File: src/arc_pkg.sv
// arc_pkg: shared constants and carrier types for the adc result
// calibration block.
// assumes a 16-bit two's complement conversion result word.
package arc_pkg;

   // ------------------------------------------------------------------
   // register map
   // ------------------------------------------------------------------
   localparam int ADDR_W = 16;
   localparam logic [15:0] OFS_GAIN_TRIM_1P5 = 16'h2270;
   localparam logic [15:0] OFS_OFFSET_TRIM_2 = 16'h22c8;

   // ------------------------------------------------------------------
   // field layout and reset values
   // ------------------------------------------------------------------
   localparam int TRIM_W = 15;
   localparam int TRIM_MSB = 14;
   localparam int GAIN_FRAC = 14;
   localparam int OFS_FRAC = 2;
   localparam logic [14:0] GAIN_RESET = 15'h4000;
   localparam logic [14:0] OFFSET_RESET = 15'h0000;
   localparam logic [31:0] UNMAPPED_READ = 32'h0000_0000;

   // ------------------------------------------------------------------
   // result word
   // ------------------------------------------------------------------
   localparam int RES_W = 16;
   localparam logic signed [15:0] RES_MAX = 16'sh7fff;
   localparam logic signed [15:0] RES_MIN = -16'sh8000;

   // amplifier gain setting seen with each conversion
   typedef enum logic [1:0] {
      ARC_PGA_OTHER,
      ARC_PGA_1P5,
      ARC_PGA_2
   } arc_pga_e;

   // channel class: only auxiliary inputs take gain correction
   typedef enum logic [1:0] {
      ARC_CH_AUX,
      ARC_CH_TIA,
      ARC_CH_TEMP
   } arc_chan_e;

   typedef struct packed {
      logic [15:0] data;
      arc_pga_e pga;
      arc_chan_e chan;
   } arc_sample_s;

   typedef struct packed {
      logic [15:0] addr;
      logic [31:0] wdata;
      logic wr;
      logic rd;
   } arc_bus_req_s;

endpackage : arc_pkg

File: src/arc_saturate.sv
// arc_saturate: clamps a wide signed value into the result word range.
// assumes the input is already scaled to result-word lsb units.
`timescale 1ns/1ps
module arc_saturate #(
   parameter int IN_W = 34,
   parameter int OUT_W = 16
) (
   input wire logic signed [IN_W-1:0] din,
   output logic signed [OUT_W-1:0] dout
);

   localparam logic signed [IN_W-1:0] HI = IN_W'((1 <<< (OUT_W-1)) - 1);
   localparam logic signed [IN_W-1:0] LO = -IN_W'(1 <<< (OUT_W-1));

   always_comb begin
      if (din > HI) begin
         dout = HI[OUT_W-1:0];
      end else if (din < LO) begin
         dout = LO[OUT_W-1:0];
      end else begin
         dout = din[OUT_W-1:0];
      end
   end

endmodule : arc_saturate

File: src/arc_calib.sv
// arc_calib: calibration registers and correction of adc results.
// assumes a plain register port and one sample per valid pulse from the
// converter, both on clk_sys.
//
// Operation
// - gain-1.5 word corrects aux channels only
// - gain bit 14 integer, 13:0 fraction
// - gain code zero yields zero result
// - unity code passes result; reset value
// - half-unity code halves the result
// - gain factor is code over 2^14
// - gain-2 offset is two's complement
// - offset step is quarter result lsb
// - offset codes span -4096 to +4095.75
`timescale 1ns/1ps
module arc_calib (
   input wire logic clk_sys,
   input wire logic sys_rst,
   input wire arc_pkg::arc_bus_req_s bus_req,
   output logic [31:0] rdata,
   input wire logic sample_valid,
   input wire arc_pkg::arc_sample_s sample_in,
   output logic result_valid,
   output logic [15:0] conversion_result_word,
   output logic [14:0] gain_trim_pga_one_and_half_q,
   output logic [14:0] offset_trim_pga_two_q
);

   // ------------------------------------------------------------------
   // registers
   // ------------------------------------------------------------------
   logic [14:0] gain_trim_pga_one_and_half_r;
   logic [14:0] offset_trim_pga_two_r;
   logic [31:0] rdata_r;
   logic [31:0] rdata_nxt;

   always_ff @(posedge clk_sys or posedge sys_rst) begin
      if (sys_rst) begin
         gain_trim_pga_one_and_half_r <= arc_pkg::GAIN_RESET;
      end else if (bus_req.wr &&
                   bus_req.addr == arc_pkg::OFS_GAIN_TRIM_1P5) begin
         // upper bits of the write word are dropped
         gain_trim_pga_one_and_half_r <=
            bus_req.wdata[arc_pkg::TRIM_MSB:0];
      end
   end

   always_ff @(posedge clk_sys or posedge sys_rst) begin
      if (sys_rst) begin
         offset_trim_pga_two_r <= arc_pkg::OFFSET_RESET;
      end else if (bus_req.wr &&
                   bus_req.addr == arc_pkg::OFS_OFFSET_TRIM_2) begin
         offset_trim_pga_two_r <= bus_req.wdata[arc_pkg::TRIM_MSB:0];
      end
   end

   always_comb begin
      rdata_nxt = arc_pkg::UNMAPPED_READ;
      if (bus_req.addr == arc_pkg::OFS_GAIN_TRIM_1P5) begin
         rdata_nxt = {17'h0_0000, gain_trim_pga_one_and_half_r};
      end else if (bus_req.addr == arc_pkg::OFS_OFFSET_TRIM_2) begin
         rdata_nxt = {17'h0_0000, offset_trim_pga_two_r};
      end
   end

   // read data stand only in the cycle after the strobe
   always_ff @(posedge clk_sys or posedge sys_rst) begin
      if (sys_rst) begin
         rdata_r <= arc_pkg::UNMAPPED_READ;
      end else if (bus_req.rd) begin
         rdata_r <= rdata_nxt;
      end else begin
         rdata_r <= arc_pkg::UNMAPPED_READ;
      end
   end

   // ------------------------------------------------------------------
   // correction path
   // ------------------------------------------------------------------
   // result in quarter-lsb units, wide enough for gain x2 plus offset
   logic signed [33:0] corr_q;
   logic signed [33:0] corr_lsb;
   logic signed [15:0] corr_sat;
   logic signed [33:0] prod;
   logic use_gain;
   logic use_offset;

   always_comb begin
      use_gain = sample_in.pga == arc_pkg::ARC_PGA_1P5 &&
                 sample_in.chan == arc_pkg::ARC_CH_AUX;
      use_offset = sample_in.pga == arc_pkg::ARC_PGA_2;
      // code is unsigned magnitude over 2^14; zero code gives zero
      prod = 34'(signed'(sample_in.data)) *
             34'(signed'({1'b0, gain_trim_pga_one_and_half_r}));
      if (use_gain) begin
         // keep two fraction bits as quarter lsbs
         corr_q = prod >>> (arc_pkg::GAIN_FRAC - arc_pkg::OFS_FRAC);
      end else begin
         corr_q = 34'(signed'(sample_in.data)) <<< arc_pkg::OFS_FRAC;
      end
      if (use_offset) begin
         corr_q = corr_q + 34'(signed'(offset_trim_pga_two_r));
      end
      // truncation toward minus infinity; unity code stays exact
      corr_lsb = corr_q >>> arc_pkg::OFS_FRAC;
   end

   arc_saturate #(
      .IN_W(34),
      .OUT_W(arc_pkg::RES_W)
   ) u_sat (
      .din(corr_lsb),
      .dout(corr_sat)
   );

   always_ff @(posedge clk_sys or posedge sys_rst) begin
      if (sys_rst) begin
         conversion_result_word <= 16'h0000;
         result_valid <= 1'b0;
      end else begin
         result_valid <= sample_valid;
         if (sample_valid) begin
            conversion_result_word <= corr_sat;
         end
      end
   end

   always_ff @(posedge clk_sys or posedge sys_rst) begin
      if (sys_rst) begin
         gain_trim_pga_one_and_half_q <= arc_pkg::GAIN_RESET;
         offset_trim_pga_two_q <= arc_pkg::OFFSET_RESET;
      end else begin
         gain_trim_pga_one_and_half_q <= gain_trim_pga_one_and_half_r;
         offset_trim_pga_two_q <= offset_trim_pga_two_r;
      end
   end

   assign rdata = rdata_r;

endmodule : arc_calib

File: config.mk
export PLATFORM = sky130hd
export DESIGN_NAME = arc_calib
export DESIGN_NICKNAME = d
export VERILOG_FILES = /design/src/arc_pkg.sv /design/src/arc_saturate.sv /design/src/arc_calib.sv
export SDC_FILE = /design/constraint.sdc
export NUM_CORES = 1
export LEC_CHECK = 0
export ABC_AREA = 1
export BUFFER_PORTS_ARGS = -buffer_cell sky130_fd_sc_hd__buf_2
export CORE_MARGIN = 2
export CORE_UTILIZATION = 60
export DETAILED_ROUTE_END_ITERATION = 16
export PLACE_DENSITY_LB_ADDON = 0.1
export SYNTH_ARGS = -nofsm -noshare
export SYNTH_HDL_FRONTEND = slang
export SYNTH_HIERARCHICAL = 1
export SYNTH_SLANG_ARGS = --single-unit
File: constraint.sdc
create_clock -name clk_sys -period 10.7 [get_ports clk_sys]
set_input_delay 1.605 -clock clk_sys [delete_from_list [all_inputs] [get_ports clk_sys]]
set_output_delay 1.605 -clock clk_sys [all_outputs]
set_load 0.005 [all_outputs]
==> out/results.ini, run 1 <==
[status]
outcome = finished, final reports clean

[worst_setup_path]
cp_common_cell = nand2_1
crit_fanout = 15
endpoint_kind = flop
criticalPathCategory = input pin to flop
cp_data_required_time_ns = 10.92
crit_slowest_cell = fa_1
cp.arrival_ns = 10.17
critical_path.startpoint_type = input pin
slowest_delay_ns = 0.56

[hold_path]
hold_path_class = flop to flop

[cts]
cts_root_buffer = clkbuf_16
cts_max_level = 3
cts_buffer_depth = 2
numCtsBuffers = 9
clock_latency_ns = 0.34
post_cts_buffers = 0
cts_resized = 0
ctsHoldBuffers = 0
cts_tree = yes
clock_sinks = 92
clk_pin_slew_ns = 0.07

[timing]
fmax_mhz = 101
finalClockSkew_ns = 0.00681
setup_viol = 0
tightest_slew_ns = 0.912
drv_slew = 0
rsz0062_at_grt = false
min_period_ns = 9.95
fin_ws_ns = 0.754
fin_crit_sh_pct = 92.9
hold_viol_final = 0
max_slew_margin_pct = 39.2
holdWs_ns = 0.487
setup-tns-final_ns = 0

[placed_design]
preCtsSetupSlack_ns = 0.529
hpwl_microns = 29800
globalplace.congestion = 0.924
port_buffers = 117

[floorplan]
core_area_sq_um = 24400
io_pins = 152
die_x_microns = 162
dieArea_sq_um = 26200
rows = 57
start_util_pct = 61.4
fp.dieH_microns = 162

[layout]
syn2layout_area_growth_pct = 6.39
num-fill-cells = 2188
final_util_pct = 65.3
finalNetCount = 2400
drive_gt1_share_pct = 9.65

[synth]
syn_avg_cell_area_sq_um = 7.77
synthArstFlopShare_pct = 100
synth.yosys.seq_area_share_pct = 15.4
syn_inst = 1928
synth_edf_count = 0
synth_top_area_share_pct = 32.8
syn_area_sq_um = 15000
ys_ff_latch = 92
synth_cell_types = 48
ys_top_cells_by_area = fa_1 33%, dfrtp_1 15%, inv_1 12%
synth_warnings = 6
dominantRegCellSynth = dfrtp_1
synth_top_cell_by_area = fa_1

[global_route]
grt_start_max_net_pins = 74
grt.busiest_layer = met2
gr-usage-met2_pct = 49.9
grt_pass1_vias = 12300
antenna_found_initial = 1
met1_usage_pct = 41.9
grtUsageMet3_pct = 4.03
grt_usage_pct = 29.8
grt_pass1_wl_microns = 61300
grt_remaining_overflow = 0

[power]
ir_worst_vdd_v = 0.0000751
power_w = 0.000795
p_leak_nw = 9.47
powerDensity_nw_per_um2 = 49.9

[route]
num_vias = 12000
drtAntennaViolNets = 0
first_pass_iters = 5
wirelength_microns = 36300
drc = 0
initialDrtViolationCount = 796
vias_per_cell = 5.20
wl_per_cell_microns = 15.7

[job]
drv_cap = 0

layout make-up:
class	instances	area [sq um]	area share (%)
Timing Repair Buffer	128	668	4.19
Sequential cell	92	2300	14.5
Clock buffer	9	225	1.41
Multi-Input combinational cell	1253	10400	65.2
Tap cell	324	405	2.54
Clock inverter	7	62.6	0.393
Inverter	500	1880	11.8
Antenna cell	1	2.50	0.0157
power breakdown:
group / switching, W / internal [W]
clock: 0.000140 / 0.000163
sequential: 0.00000462 / 0.000358
combinational: 0.0000853 / 0.0000442
total: 0.000230 / 0.000565
logic make-up (layout without fill, tap and decap cells):
family	after synthesis	in the layout	synth area share [%]
other	1	18	0.0250
AND/OR/NAND/NOR	643	643	17.5
adder cells (fa/ha/maj)	343	343	40.9
multiplexers	16	16	1.20
XOR/XNOR	34	34	1.99
flip-flops	92	92	15.4
buffers and inverters	599	644	15.7
AO/OA/AOI/OAI	200	200	7.31
final timing paths:
kind,startpoint,depth (start not counted),slack [ns],to
min in group asynchronous,sys_rst,2,1.20,gain_trim_pga_one_and_half_q[3]
setup / recovery,sample_in[19],42,0.75,conversion_result_word[4]
hold reg to reg,offset_trim_pga_two_r[0],0,0.49,offset_trim_pga_two_q[0]
setup reg to reg,gain_trim_pga_one_and_half_r[5],41,1.42,conversion_result_word[4]
max in group asynchronous,sys_rst,3,8.30,offset_trim_pga_two_q[10]
hold / removal,offset_trim_pga_two_r[0],0,0.49,offset_trim_pga_two_q[0]
synthesized netlist by cell type (all sizes together) (5+ instances only):
cell	n
o21ai	83
o21bai	6
ha	98
o21a	5
nand2	505
nand3	23
nand3b	7
nor2	78
buf	24
a21oi	90
xor2	14
nor3	13
clkbuf	75
nand4	7
fa	245
dfrtp	90
xnor2	20
inv	499
mux2	16
layout by cell type, fill, tap and decap left out, types with 3 or more instances in the layout:
cell	instances
mux2_2	16
nand3_1	18
clkbuf_16	9
nand2_1	495
nand3_2	5
nor4_1	4
o21ai_1	3
ha_1	98
o21a_1	5
o21ai_0	80
buf_2	117
nor2_1	75
nand2_2	9
o21bai_1	4
nor3_1	12
inv_6	3
a31oi_1	4
dfrtp_1	90
nor2_2	3
buf_4	11
xor2_1	14
fa_1	245
a21boi_0	3
a21oi_1	89
inv_1	497
nand4_1	5
conb_1	17
nand3b_1	7
xnor2_1	20
state kept, by name, summed over array words and instances (netlist names):
signal                        cells
gain_trim_pga_one_and_half_q     15
rdata                            15
offset_trim_pga_two_q            15
result_valid                      1
offset_trim_pga_two_r            15
gain_trim_pga_one_and_half_r     15
conversion_result_word           16
critical path: cells and delay by family:
family	cells	cell delay [ns]
adders and majority gates	8	3.77
AOI/OAI and AO/OA	3	0.83
and+or+nand+nor	21	2.47
muxes	1	0.27
buffers and inverters	9	1.21
through the flow:
stage          cells  instance area [sq um]
3_5_place_dp    2297                  15600
2_1_floorplan   1944                  15000
4_1_cts         2313                  15900
3_3_place_gp    2297                  15600
5_1_grt         2314                  15900
6_report        2314                  15900
metal layers:
layer / part of all wire [%] / wire length (microns)
met1: 43 / 15800
met2: 48 / 17400
met3: 6.7 / 2440
met4: 1.9 / 704
met5: 0 / 0
(Power assumes the default switching activity.)
==> run 2, diff against run 1 <==
--- a/config.mk
+++ b/config.mk
@@ -5,7 +5,6 @@
 export SDC_FILE = /design/constraint.sdc
 export NUM_CORES = 1
 export LEC_CHECK = 0
-export ABC_AREA = 1
 export BUFFER_PORTS_ARGS = -buffer_cell sky130_fd_sc_hd__buf_2
 export CORE_MARGIN = 2
 export CORE_UTILIZATION = 60
@@ -15,3 +14,4 @@
 export SYNTH_HDL_FRONTEND = slang
 export SYNTH_HIERARCHICAL = 1
 export SYNTH_SLANG_ARGS = --single-unit
+export TNS_END_PERCENT = 10
==> run 2 against run 1 <==
- first-iteration DRC count down 30%
- critical path depth down 5
- register-to-register slack worse by 0.29 ns
- sequential share of layout area up 0.55 points
- design area down 3.7%
- largest power group unchanged
==> out/results.ini, run 2 <==
[timing]
hold_viol_final = 0  ; unchanged
fmax_mhz = 98.3  ; -2.3%
drv_slew = 0  ; unchanged
tightest_slew_ns = 1.04  ; +0.127 ns
finalClockSkew_ns = 0.00851  ; +0.00170 ns
setup-tns-final_ns = 0  ; unchanged
setup_viol = 0  ; unchanged
fin_crit_sh_pct = 95.1  ; +2.1 points
rsz0062_at_grt = false
holdWs_ns = 0.459  ; -0.0278 ns
min_period_ns = 10.18  ; +0.230 ns
max_slew_margin_pct = 30.8  ; -8.5 points

[floorplan]
fp.dieH_microns = 157  ; -3.1%
rows = 55  ; -3.5%
start_util_pct = 61.7  ; +0.29 points
die_x_microns = 157  ; -3.1%
io_pins = 152  ; unchanged
dieArea_sq_um = 24700  ; -6.0%
core_area_sq_um = 22800  ; -6.6%

[synth]
synthArstFlopShare_pct = 100  ; unchanged
yosys.cell_count.top_type = inv_1
synth_edf_count = 0  ; unchanged
syn_area_sq_um = 14000  ; -6.2%
synth_top_area_share_pct = 34.9  ; +2.2 points
ys_ff_latch = 92  ; unchanged
synth.yosys.seq_area_share_pct = 16.4  ; +1.0 points
synth_top_family_by_area = adder cells
synthSimpleGateAreaFrac_pct = 14.1  ; -3.4 points
synth.area.mux_share_pct = 4.41  ; +3.2 points
yosys.area_share.adder_pct = 43.6  ; +2.7 points
synth_warnings = 6  ; unchanged
synthXorXnorAreaFrac_pct = 2.24  ; +0.25 points
synth.top_cells.by_count = 302 x inv_1, 245 x fa_1, 169 x nand2_1
dominantRegCellSynth = dfrtp_1
synth-compound-area-share_pct = 8.51  ; +1.2 points
syn_avg_cell_area_sq_um = 9.63  ; +24%
ys_top_cells_by_area = fa_1 35%, dfrtp_1 16%, ha_1 8.7%
synth_cell_types = 67  ; +40%
synth_top_cell_by_area = fa_1
syn_inst = 1459  ; -24%

[worst_setup_path]
cp_common_cell = fa_1
slowest_delay_ns = 0.55  ; about the same
crit_slowest_cell = fa_1
worstPathBufferInverterCount = 7  ; -2
criticalPathCategory = input pin to flop
critical_path.startpoint_type = input pin
reg2reg_slack_ns = 1.13  ; -0.29 ns
critPathTopFamily = adder cells
crit_fanout = 14  ; -1
endpoint_kind = flop
cp_data_required_time_ns = 10.99  ; +0.07 ns
cp.arrival_ns = 10.46  ; +0.29 ns

[layout]
multi_input_area_sq_um = 10300  ; -0.69%
finalNetCount = 1980  ; -18%
final_cell_mix = 301 x inv_1, 245 x fa_1, 169 x nand2_1
seq_area_sq_um = 2300  ; unchanged
largest_reg_flops = 16  ; unchanged
diodes = 0  ; -1
drive_gt1_share_pct = 16.6  ; +7.0 points
syn2layout_area_growth_pct = 9.24
regMostFlops = conversion_result_word
layout_commonest_cell = inv_1
num-fill-cells = 1825  ; -17%

[route]
initialDrtViolationCount = 559  ; -30%
drc = 0  ; unchanged
num_vias = 10200  ; -15%
first_pass_iters = 7  ; +2
wl_per_cell_microns = 17.7  ; +13%
drtAntennaViolNets = 0  ; unchanged
vias_per_cell = 5.40  ; +3.9%
wirelength_microns = 33300  ; -8.1%

[power]
p_leak_nw = 8.25  ; -13%
powerDensity_nw_per_um2 = 52.5  ; +5.3%
power_w = 0.000806  ; +1.4%
ir_worst_vdd_v = 0.0000824  ; +9.7%

[global_route]
grt_pass1_vias = 10700  ; -13%
grtUsageMet3_pct = 3.25  ; -0.79 points
grt_pass1_wl_microns = 55000  ; -10%
grt_remaining_overflow = 0  ; unchanged
grt_start_max_net_pins = 85  ; +15%
grt.busiest_layer = met2
grt_usage_pct = 29.2  ; -0.60 points
antenna_found_initial = 0  ; -1
met1_usage_pct = 38.2  ; -3.7 points
gr-usage-met2_pct = 52.3  ; +2.4 points

[cts]
clock_latency_ns = 0.34  ; about the same
cts_buffer_depth = 2  ; unchanged
cts_max_level = 3  ; unchanged
cts_root_buffer = clkbuf_16
numCtsBuffers = 9  ; unchanged
clock_sinks = 92  ; unchanged
cts_tree = yes
clk_pin_slew_ns = 0.07  ; about the same

[status]
outcome = finished, final reports clean

[placed_design]
hpwl_microns = 26700  ; -10%
globalplace.congestion = 0.906  ; -2.0%
port_buffers = 117  ; unchanged

[hold_path]
hold_path_class = flop to flop

[job]
drv_cap = 0  ; unchanged

-- run 2: cell type report --
cell class,count,area share [%]
multi-input combinational,1003,67.2
sequential,92,15.0
inverter,302,7.39
timing repair buffer,156,5.82
tap,313,2.55
clock buffer,9,1.47
clock inverter,7,0.554
-- run 2: cells by family after synthesis --
kind of cell	after synthesis
mux	55
other cells	1
simple gates	386
fa+ha+maj	343
flops	92
buf+inv	380
xor+xnor	35
compound gates	167
-- run 2: timing repair --
| action | 4_1_cts | 5_1_grt |
|---|---|---|
| buffers inserted | 0 | 1 |
| setup endpoints to repair | 0 | 15 |
| resized for setup | 0 | 4 |
| hold buffers | 0 | 0 |
-- run 2: worst paths after layout --
check / cells after the start / end / startpoint
max: 37 / conversion_result_word[0] / sample_in[11]
min: 0 / offset_trim_pga_two_q[6] / offset_trim_pga_two_r[6]
max reg2reg: 36 / conversion_result_word[0] / gain_trim_pga_one_and_half_r[8]
min reg2reg: 0 / offset_trim_pga_two_q[6] / offset_trim_pga_two_r[6]
max in group asynchronous: 3 / conversion_result_word[13] / sys_rst
min in group asynchronous: 2 / gain_trim_pga_one_and_half_q[10] / sys_rst
-- run 2: worst register-to-register path, delay by kind of cell, from the launching register on --
family / cells / cell delay [ns]
AND/OR/NAND/NOR: 7 / 1.38
adder cells (fa/ha/maj): 8 / 3.83
buffers and inverters: 5 / 0.51
multiplexers: 1 / 0.14
flip-flops: 1 / 1.00
AO/OA/AOI/OAI: 15 / 2.66
-- run 2: power breakdown --
| part | leakage [nW] | switching, W | internal [W] |
|---|---|---|---|
| logic | 6.87 | 0.0000703 | 0.0000469 |
| clock network | 0.153 | 0.000141 | 0.000186 |
| registers | 1.23 | 0.00000473 | 0.000357 |
-- run 2: per-layer routing --
layer / wire [microns] / vias up
met1: 13600 / 5203
met4: 822 / 0
met3: 1220 / 45
li1: - / 4698
met2: 17600 / 226
met5: 0 / -
-- run 2: through the flow --
step	utilization [%]	instance area [sq um]	worst slack, ns	instances
after floorplan	-	14100	0.217	1475
after global placement	65.9	15000	0.171	1865
after detailed placement	65.9	15000	0.0634	1865
after CTS	67.2	15300	0.382	1881
after global routing	67.4	15300	0.0193	1882
final	67.4	15300	0.525	1882
